[src/e1_common_control_pkg.sv]
// constants and types shared by the e1 framer common control logic
package e1_common_control_pkg;

  // register offsets on the parallel port
  localparam logic [7:0] SIG_BACKPLANE_CFG_ADDR = 8'h1B;
  localparam logic [7:0] LOOPBACK_MONITOR_CFG_ADDR = 8'hA8;

  // reset values
  localparam logic [7:0] SIG_BACKPLANE_CFG_RESET = 8'h00;
  localparam logic [7:0] LOOPBACK_MONITOR_CFG_RESET = 8'h00;
  localparam logic [7:0] READ_IDLE_VALUE = 8'h00;

  // writable bit masks; unassigned positions always read zero
  localparam logic [7:0] SIG_BACKPLANE_CFG_MASK = 8'hEF;
  localparam logic [7:0] LOOPBACK_MONITOR_CFG_MASK = 8'h9F;

  // signaling_backplane_config fields
  localparam int TX_ELASTIC_STORE_ENABLE_BIT = 7;
  localparam int TX_BLOCKING_FUNCTION_SELECT_BIT = 6;
  localparam int TX_IDLE_FUNCTION_SELECT_BIT = 5;
  localparam int RX_SIGNALING_REINSERT_ENABLE_BIT = 3;
  localparam int TX_HW_SIGNALING_INSERT_ENABLE_BIT = 2;
  localparam int TX_BACKPLANE_CLOCK_SELECT_BIT = 1;
  localparam int RX_CARRIER_LOSS_ALT_CRITERIA_BIT = 0;

  // loopback_monitor_config fields
  localparam int REMOTE_LOOPBACK_ENABLE_BIT = 7;
  localparam int TX_MONITOR_CHANNEL_SEL_MSB = 4;
  localparam int TX_MONITOR_CHANNEL_SEL_LSB = 0;

  // carrier loss zero-run thresholds
  localparam logic [11:0] CARRIER_LOSS_ZEROS = 12'h0FF;
  localparam logic [11:0] CARRIER_LOSS_ALT_ZEROS = 12'h800;

  // timing
  localparam int CLOCK_MHZ = 250;
  localparam int CYCLES_PER_MS = CLOCK_MHZ * 1000;
  localparam int MF_SEARCH_ALARM_MS = 128;
  localparam int MF_SEARCH_LOST_MS = 400;
  localparam int MF_TIMER_WIDTH = 27;

  // crc4 multiframe search progress
  typedef enum logic [1:0] {
    MF_IDLE,
    MF_SEARCH,
    MF_LATE,
    MF_LOST
  } mf_search_type;

  // complete register state of the block
  typedef struct packed {
    logic [7:0] sig_cfg;
    logic [7:0] lb_cfg;
    logic [7:0] rd_data;
    logic [7:0] monitor;
    logic [11:0] zero_count;
    logic carrier_loss;
    mf_search_type mf_state;
    logic [MF_TIMER_WIDTH-1:0] mf_timer;
    logic ais_send;
    logic rai_send;
  } state_type;

endpackage : e1_common_control_pkg

[src/e1_framer_common_control.sv]
// common control registers and automatic alarm generation of one e1 framer
`timescale 1ns/1ps

module e1_framer_common_control #(
  parameter int unsigned MF_ALARM_CYCLES =
    e1_common_control_pkg::MF_SEARCH_ALARM_MS * e1_common_control_pkg::CYCLES_PER_MS,
  parameter int unsigned MF_LOST_CYCLES =
    e1_common_control_pkg::MF_SEARCH_LOST_MS * e1_common_control_pkg::CYCLES_PER_MS
) (
  input wire logic mclk,
  input wire logic rst_b,
  input wire logic cs_b,
  input wire logic wr_b,
  input wire logic rd_b,
  input wire logic [7:0] addr,
  input wire logic [7:0] wr_data,
  output logic [7:0] rd_data,
  input wire logic auto_ais_enable,
  input wire logic auto_remote_alarm_enable,
  input wire logic crc4_enable,
  input wire logic rx_frame_sync_loss,
  input wire logic rx_ais_detect,
  input wire logic rx_mf_sync_found,
  input wire logic rx_bit_valid,
  input wire logic rx_bit,
  input wire logic tx_channel_strobe,
  input wire logic [4:0] tx_channel_index,
  input wire logic [7:0] tx_channel_data,
  output logic rx_carrier_loss,
  output logic tx_ais_send,
  output logic tx_remote_alarm_send,
  output logic tx_elastic_store_enable,
  output logic tx_blocking_function_select,
  output logic tx_idle_function_select,
  output logic rx_signaling_reinsert_enable,
  output logic tx_hw_signaling_insert_enable,
  output logic tx_backplane_clock_select,
  output logic rx_carrier_loss_alt_criteria,
  output logic remote_loopback_enable,
  output logic [4:0] tx_monitor_channel_sel,
  output logic [7:0] tx_channel_monitor_reg
);

  // search limits cut to the timer width on purpose
  localparam int TW = e1_common_control_pkg::MF_TIMER_WIDTH;
  localparam logic [TW-1:0] MF_ALARM_COUNT = MF_ALARM_CYCLES[TW-1:0];
  localparam logic [TW-1:0] MF_LOST_COUNT = MF_LOST_CYCLES[TW-1:0];

  e1_common_control_pkg::state_type state_reg;
  e1_common_control_pkg::state_type state_next;

  logic wr_access;
  logic rd_access;
  logic rx_fault;
  logic [11:0] zero_limit;

  ////////////////////////////////////////////////////////////////////////////
  // parallel port strobes
  assign wr_access = !cs_b && !wr_b;
  assign rd_access = !cs_b && !rd_b;

  // receive conditions common to both automatic alarms
  assign rx_fault = rx_frame_sync_loss || rx_ais_detect || state_reg.carrier_loss;

  // zero run that declares carrier loss
  assign zero_limit = state_reg.sig_cfg[e1_common_control_pkg::RX_CARRIER_LOSS_ALT_CRITERIA_BIT]
    ? e1_common_control_pkg::CARRIER_LOSS_ALT_ZEROS
    : e1_common_control_pkg::CARRIER_LOSS_ZEROS;

  ////////////////////////////////////////////////////////////////////////////
  // next-state logic
  always_comb begin
    state_next = state_reg;

    // register writes, unassigned bits forced to zero
    if (wr_access) begin
      if (addr == e1_common_control_pkg::SIG_BACKPLANE_CFG_ADDR) begin
        state_next.sig_cfg = wr_data & e1_common_control_pkg::SIG_BACKPLANE_CFG_MASK;
      end
      if (addr == e1_common_control_pkg::LOOPBACK_MONITOR_CFG_ADDR) begin
        state_next.lb_cfg = wr_data & e1_common_control_pkg::LOOPBACK_MONITOR_CFG_MASK;
      end
    end

    // register reads; unmapped addresses return zero
    if (rd_access) begin
      if (addr == e1_common_control_pkg::SIG_BACKPLANE_CFG_ADDR) begin
        state_next.rd_data = state_reg.sig_cfg;
      end else if (addr == e1_common_control_pkg::LOOPBACK_MONITOR_CFG_ADDR) begin
        state_next.rd_data = state_reg.lb_cfg;
      end else begin
        state_next.rd_data = e1_common_control_pkg::READ_IDLE_VALUE;
      end
    end

    // transmit channel monitor capture
    if (tx_channel_strobe && tx_channel_index == state_reg.lb_cfg[
        e1_common_control_pkg::TX_MONITOR_CHANNEL_SEL_MSB:
        e1_common_control_pkg::TX_MONITOR_CHANNEL_SEL_LSB]) begin
      state_next.monitor = tx_channel_data;
    end

    // consecutive zero counter for carrier loss
    if (rx_bit_valid) begin
      if (rx_bit) begin
        state_next.zero_count = '0;
        state_next.carrier_loss = 1'b0;
      end else if (state_reg.zero_count < zero_limit) begin
        state_next.zero_count = state_reg.zero_count + 12'h001;
        state_next.carrier_loss = (state_reg.zero_count + 12'h001) >= zero_limit;
      end else begin
        state_next.carrier_loss = 1'b1;
      end
    end

    // crc4 multiframe search timer, started by frame alignment
    unique case (state_reg.mf_state)
      e1_common_control_pkg::MF_IDLE: begin
        state_next.mf_timer = '0;
        if (crc4_enable && !rx_frame_sync_loss && !rx_mf_sync_found) begin
          state_next.mf_state = e1_common_control_pkg::MF_SEARCH;
        end
      end
      e1_common_control_pkg::MF_SEARCH, e1_common_control_pkg::MF_LATE: begin
        state_next.mf_timer = state_reg.mf_timer + 27'h0000001;
        if (!crc4_enable || rx_frame_sync_loss || rx_mf_sync_found) begin
          state_next.mf_state = e1_common_control_pkg::MF_IDLE;
        end else if (state_reg.mf_timer + 27'h0000001 >= MF_LOST_COUNT) begin
          state_next.mf_state = e1_common_control_pkg::MF_LOST;
        end else if (state_reg.mf_timer + 27'h0000001 >= MF_ALARM_COUNT) begin
          state_next.mf_state = e1_common_control_pkg::MF_LATE;
        end
      end
      e1_common_control_pkg::MF_LOST: begin
        // remote alarm held until multiframe found or crc4 off
        if (!crc4_enable || rx_mf_sync_found) begin
          state_next.mf_state = e1_common_control_pkg::MF_IDLE;
        end
      end
    endcase

    // automatic alarms; ais wins if both enables are set illegally
    state_next.ais_send = auto_ais_enable && rx_fault;
    state_next.rai_send = auto_remote_alarm_enable && !auto_ais_enable &&
      (rx_fault || state_reg.mf_state != e1_common_control_pkg::MF_IDLE &&
       state_reg.mf_state != e1_common_control_pkg::MF_SEARCH);
  end

  ////////////////////////////////////////////////////////////////////////////
  // state register
  always_ff @(posedge mclk or negedge rst_b) begin
    if (!rst_b) begin
      state_reg.sig_cfg <= e1_common_control_pkg::SIG_BACKPLANE_CFG_RESET;
      state_reg.lb_cfg <= e1_common_control_pkg::LOOPBACK_MONITOR_CFG_RESET;
      state_reg.rd_data <= e1_common_control_pkg::READ_IDLE_VALUE;
      state_reg.monitor <= 8'h00;
      state_reg.zero_count <= 12'h000;
      state_reg.carrier_loss <= 1'b0;
      state_reg.mf_state <= e1_common_control_pkg::MF_IDLE;
      state_reg.mf_timer <= 27'h0000000;
      state_reg.ais_send <= 1'b0;
      state_reg.rai_send <= 1'b0;
    end else begin
      state_reg <= state_next;
    end
  end

  ////////////////////////////////////////////////////////////////////////////
  // outputs, all from flip-flops
  assign rd_data = state_reg.rd_data;
  assign rx_carrier_loss = state_reg.carrier_loss;
  assign tx_ais_send = state_reg.ais_send;
  assign tx_remote_alarm_send = state_reg.rai_send;
  assign tx_channel_monitor_reg = state_reg.monitor;

  // configuration bits steering the datapaths
  assign tx_elastic_store_enable =
    state_reg.sig_cfg[e1_common_control_pkg::TX_ELASTIC_STORE_ENABLE_BIT];
  assign tx_blocking_function_select =
    state_reg.sig_cfg[e1_common_control_pkg::TX_BLOCKING_FUNCTION_SELECT_BIT];
  assign tx_idle_function_select =
    state_reg.sig_cfg[e1_common_control_pkg::TX_IDLE_FUNCTION_SELECT_BIT];
  assign rx_signaling_reinsert_enable =
    state_reg.sig_cfg[e1_common_control_pkg::RX_SIGNALING_REINSERT_ENABLE_BIT];
  assign tx_hw_signaling_insert_enable =
    state_reg.sig_cfg[e1_common_control_pkg::TX_HW_SIGNALING_INSERT_ENABLE_BIT];
  assign tx_backplane_clock_select =
    state_reg.sig_cfg[e1_common_control_pkg::TX_BACKPLANE_CLOCK_SELECT_BIT];
  assign rx_carrier_loss_alt_criteria =
    state_reg.sig_cfg[e1_common_control_pkg::RX_CARRIER_LOSS_ALT_CRITERIA_BIT];
  assign remote_loopback_enable =
    state_reg.lb_cfg[e1_common_control_pkg::REMOTE_LOOPBACK_ENABLE_BIT];
  assign tx_monitor_channel_sel = state_reg.lb_cfg[
    e1_common_control_pkg::TX_MONITOR_CHANNEL_SEL_MSB:
    e1_common_control_pkg::TX_MONITOR_CHANNEL_SEL_LSB];

endmodule : e1_framer_common_control

[config.mk]
export PLATFORM = sky130hd
export DESIGN_NAME = e1_framer_common_control
export DESIGN_NICKNAME = d
export VERILOG_FILES = /design/src/e1_common_control_pkg.sv /design/src/e1_framer_common_control.sv
export SDC_FILE = /design/constraint.sdc
export NUM_CORES = 1
export LEC_CHECK = 0
export BUFFER_PORTS_ARGS = -buffer_cell sky130_fd_sc_hd__buf_2
export CAP_MARGIN = 20
export CORE_MARGIN = 2
export CORE_UTILIZATION = 45
export CTS_BUF_LIST = sky130_fd_sc_hd__clkbuf_8
export DETAILED_ROUTE_END_ITERATION = 16
export GPL_ROUTABILITY_DRIVEN = 0
export HOLD_SLACK_MARGIN = 0.06
export PLACE_DENSITY = 0.66
export SETUP_SLACK_MARGIN = 0.15
export SLEW_MARGIN = 20
export SYNTH_ARGS = -nofsm -noshare
export SYNTH_HDL_FRONTEND = slang
export SYNTH_SLANG_ARGS = --single-unit
[constraint.sdc]
create_clock -name mclk -period 6.5 [get_ports mclk]
set_input_delay 0.325 -clock mclk [delete_from_list [all_inputs] [get_ports mclk]]
set_output_delay 0.325 -clock mclk [all_outputs]
set_load 0.01 [all_outputs]
; ---- Yosys cells after proc, flatten, opt, wreduce, memory -nomap -nowiden
; Index checks and enable logic that the tools add are counted.
[totals]
regBits = 73
in_bits = 43
word_cells = 70
[op_classes]
n_addsub = 2
muxes = 13
n_reduce_logical = 31
n_lt_le_gt_ge = 4
n_eq_ne = 10
[ops]
columns = op, n
row1 = 27-bit one-hot mux with 2 select lines, 1
row2 = "27-bit by 1-bit adder with 27-bit output, second input constant", 1
row3 = "27-bit by 25-bit greater-or-equal comparator with 1-bit output, second input constant", 1
row4 = "27-bit greater-or-equal comparator, second input constant", 1
row5 = 12-bit 2-to-1 mux, 2
row6 = 8-bit 2-to-1 mux, 2
row7 = 13-bit 2-to-1 mux, 1
row8 = "12-bit by 1-bit adder with 12-bit output, second input constant", 1
row9 = 12-bit greater-or-equal comparator, 1
row10 = 12-bit less-than comparator, 1
row11 = 2-bit 2-to-1 mux, 5
row12 = 1-bit logical AND, 9
row13 = "8-bit by 5-bit == test with 1-bit output, second input constant", 1
row14 = "8-bit == test, second input constant", 1
row15 = 1-bit logical NOT, 7
row16 = 1-bit logical OR, 6
row17 = 2-bit one-hot mux with 3 select lines, 1
row18 = 2-bit AND reduction, 3
row19 = 2-bit nonzero test, 3
row20 = 5-bit == test, 1
row21 = "2-bit == test, second input constant", 2
row22 = "2-bit inequality test, second input constant", 2
row23 = "4-bit inequality test, second input constant", 1
row24 = 3-bit AND reduction, 1
row25 = other kinds (5), 5

; ---- Longest topological paths before layout
[logic_depth]
depth_word = 6
mapped_depth = 10
ltp_nobuf = 9

; ---- Worst setup path before layout
; Ideal clock, no wire load.
[synth_timing]
kind = register to register
startpoint = reg state_reg, in the netlist rx_carrier_loss_alt_criteria
endpoint = reg state_reg[39] (netlist bit)
path_stages_with_launch = 9
n_path_buf = 1
required_ps = 6367
setup_slack_ps = 3845
setup_time_ps = 133
arrival_time_ps = 2522
cell_sequence = dfrtp_1 > inv_1 > ha_1 > a21oi_1 > nand2_1 > a41oi_1 > clkbuf_1 > a31o_2 > o22ai_1
[synth_between]
elab_chain_len = 4
[synth_lines]
columns = element, line
row1 = "start, declared", e1_framer_common_control.sv:49  ; e1_common_control_pkg::state_type state_reg;
row2 = "start signal, assigned", e1_framer_common_control.sv:164  ; state_reg <= state_next;
row3 = 12-bit 2-to-1 mux, e1_framer_common_control.sv:67  ; ? e1_common_control_pkg::CARRIER_LOSS_ALT_ZEROS
row4 = 12-bit less-than comparator, e1_framer_common_control.sv:108  ; end else if (state_reg.zero_count < zero_limit) begin
row5 = 2-bit nonzero test (no line), -
row6 = 2-bit AND reduction (no line), -
; No other way between the ends.
; A chain may end at the register's enable or synchronous reset.

; ---- Final worst setup path
[layout_timing]
startpoint = reg state_reg[2] (netlist bit)
endpoint = reg state_reg[29] (netlist bit)
[layout_between]
elab_chain_len = 5
[layout_lines]
columns = element, line
row1 = 27-bit by 1-bit adder with 27-bit output (*), "e1_framer_common_control.sv:128, e1_framer_common_control.sv:130"
row2 = 27-bit greater-or-equal comparator, e1_framer_common_control.sv:128  ; end else if (state_reg.mf_timer + 27'h0000001 >= MF_LOST_COUNT) begin
row3 = 2-bit 2-to-1 mux, e1_framer_common_control.sv:128
row4 = 2-bit 2-to-1 mux, e1_framer_common_control.sv:126  ; if (!crc4_enable || rx_frame_sync_loss || rx_mf_sync_found) begin
row5 = 2-bit one-hot mux with 3 select lines, e1_framer_common_control.sv:117  ; unique case (state_reg.mf_state)
; Every way passes the cells marked *; elsewhere a longest branch is shown, timed or not.

==> results.toml <==
[clock_tree]
ctsHoldBuffers = 0
root_buffer = "clkbuf_8"
htreeDepth = 3
ctsResizeCount = 0
post_cts_buffers = 0
cts_sinks = 73
cts_tree = "done"
path_clk_slew_ns = 0.09
clock_latency_ns = 0.36
clockBufferDepth = 2
cts_buffers = 9

[setup_path]
critPathSlowestCell = "nor4_2"
r2r_cells = 8
crit_fanout = 8
end_kind = "flop"
slowest_delay_ns = 0.77
path_class = "reg -> reg"
cp.depth = 8
critical_path_arrival_ns = 3.38
rr_endpoint = "state_reg[29]"
path_common_cell = "nand4_1"
cp_top_family = "simple AND/OR/NAND/NOR gates"
crit_chain = "ha_1 -> nand4_1 -> nor4_2 -> nand4_1 -> xor2_1 -> a2111o_1 -> o31a_1 -> mux2i_1"
cp.required_ns = 6.78
r2r_setup_slack_ns = 3.40
cp-startpoint = "state_reg[2]"
critPathLaunchType = "flop"
r2r-start = "state_reg[2]"
cp_num_buf_inv = 0

[layout]
fillerInstances = 948
largest_reg_flops = 41
seq_area_mm2 = 0.00183
stdcell_area_mm2 = 0.00536
syn2layout_area_growth_pct = 10.5
diodes = 0
layout-drive-gt1-share = 0.235
nNetsFinal = 636
multiInputGateArea_mm2 = 0.00265
finalCoreUtilization = 0.517

[floorplanning]
io_pins = 75
core_mm2 = 0.0104
dieArea_mm2 = 0.0116
start_util = 0.467
die_x_um = 108
die_h_um = 108
fp-row-count = 37

[yosys]
ys_seq_area_frac = 0.377
ys_types = 64
synth_common_cells = "73 x dfrtp_1, 49 x nand2_1, 32 x o21ai_0"
syn_inst = 524
synth_area_leaders = "dfrtp_1 38%, ha_1 6.2%, mux2_2 4.9%"
yosysTopAreaCell = "dfrtp_1"
synth-edff-count = 0
yosysMostFrequentCell = "dfrtp_1"
synthArstFlopShare = 1.00
synth.yosys.warnings = 0
syn_area_per_cell_um2 = 9.25
synth_fp_nets = 591
synth_area_mm2 = 0.00485
synth_flop_cell = "dfrtp_1"
synth_seq_cells = 73
synth_top_area_frac = 0.377

[power_and_ir_drop]
p_switching_uw = 497
peakVddDrop_v = 0.000170
p_comb_frac = 0.323
switching_share = 0.360
pwr-share-seq = 0.403
intPower_uw = 885
power_frac_clock = 0.274
power.total_mw = 1.38
p_per_area_mw_per_mm2 = 258
leakagePower_nw = 2.40

[detailed_routing]
wirelength_mm = 11.1
via_per_inst = 5.83
vias = 4139
ant_nets = 0
routedWlPerCell_um = 15.6
drc_errors = 0
drt_iter0_markers = 249
drt_pre_antenna_iters = 4

[timing]
grt_setup_unrepaired = "false"
timing.final.crit_share = 0.476
slew_violations = 0
slew_headroom = 0.381
holdWs_ns = 0.0759
hold_viol = 0
fin_crit_ns = 3.10
max_freq_mhz = 323
worst_pin_slew_ns = 0.928
fin_worst_skew_ns = 0.0109
final.setup.tns_ns = 0
setup_viol = 0

[grt]
overflow = 0
grt_pass1_vias = 3938
grt_pass1_wl_mm = 18.8
grt_max_degree = 74
antenna_found_initial = 0
grt.total_usage = 0.203

[run_status]
status = "finished clean"

[run]
cap_violations = 0

[place]
dp_hpwl_mm = 7.73
placed_area_mm2 = 0.00515
port_buffers = 74

[hold_path]
hold_path.class = "in -> async"
routing by layer:
layer	global-route usage	part of all wire
met5	0	0
met4	0.0907	0.019
met3	0.0327	0.056
met2	0.317	0.45
met1	0.278	0.48
cell type report:
class,instances,area share
clock inverters,6,0.0135
well taps,136,0.0318
clock buffers,10,0.0257
repair buffers,78,0.0752
multi-input cells,382,0.495
inverters,25,0.0175
flip-flops and latches,73,0.341
cells in the final DEF (no fill, tap or decap), types with 16 or more instances in the layout:
cell and instances:
nor2_1 17, a21oi_1 25, nand2_1 49, mux2_2 21, buf_2 73, o21ai_0 32
ha_1 24, nor3_1 16, inv_1 25, dfrtp_1 73
cells by family after synthesis:
kind of cell             synth area share
AO/OA/AOI/OAI                       0.203
XOR/XNOR                           0.0325
adder cells (fa/ha/maj)            0.0620
buffers and inverters              0.0756
flip-flops                          0.377
multiplexers                       0.0529
AND/OR/NAND/NOR                     0.197
metrics by stage:
stage / instances / setup slack, ns
global placement: 694 / 3.66
floorplan: 524 / 3.85
finish: 710 / 3.40
detailed placement: 694 / 3.49
global route: 710 / 3.19
CTS: 710 / 3.44
how the worst max path moves through the flow:
stage / slack [ns] / endpoint
2_1_floorplan: 3.85 / state_reg[39]
3_3_place_gp: 3.66 / state_reg[29]
3_5_place_dp: 3.49 / state_reg[29]
4_1_cts: 3.44 / state_reg[29]
5_1_grt: 3.19 / state_reg[29]
6_report: 3.40 / state_reg[29]
power groups by stage:
stage               combinational (mW)  clock, mW  sequential [mW]
global route                     0.509      0.415            0.565
global placement                 0.431          0            0.563
CTS                              0.447      0.394            0.557
finish                           0.446      0.379            0.557
floorplan                        0.353          0            0.553
detailed placement               0.445          0            0.566
(Power assumes the default switching activity.)
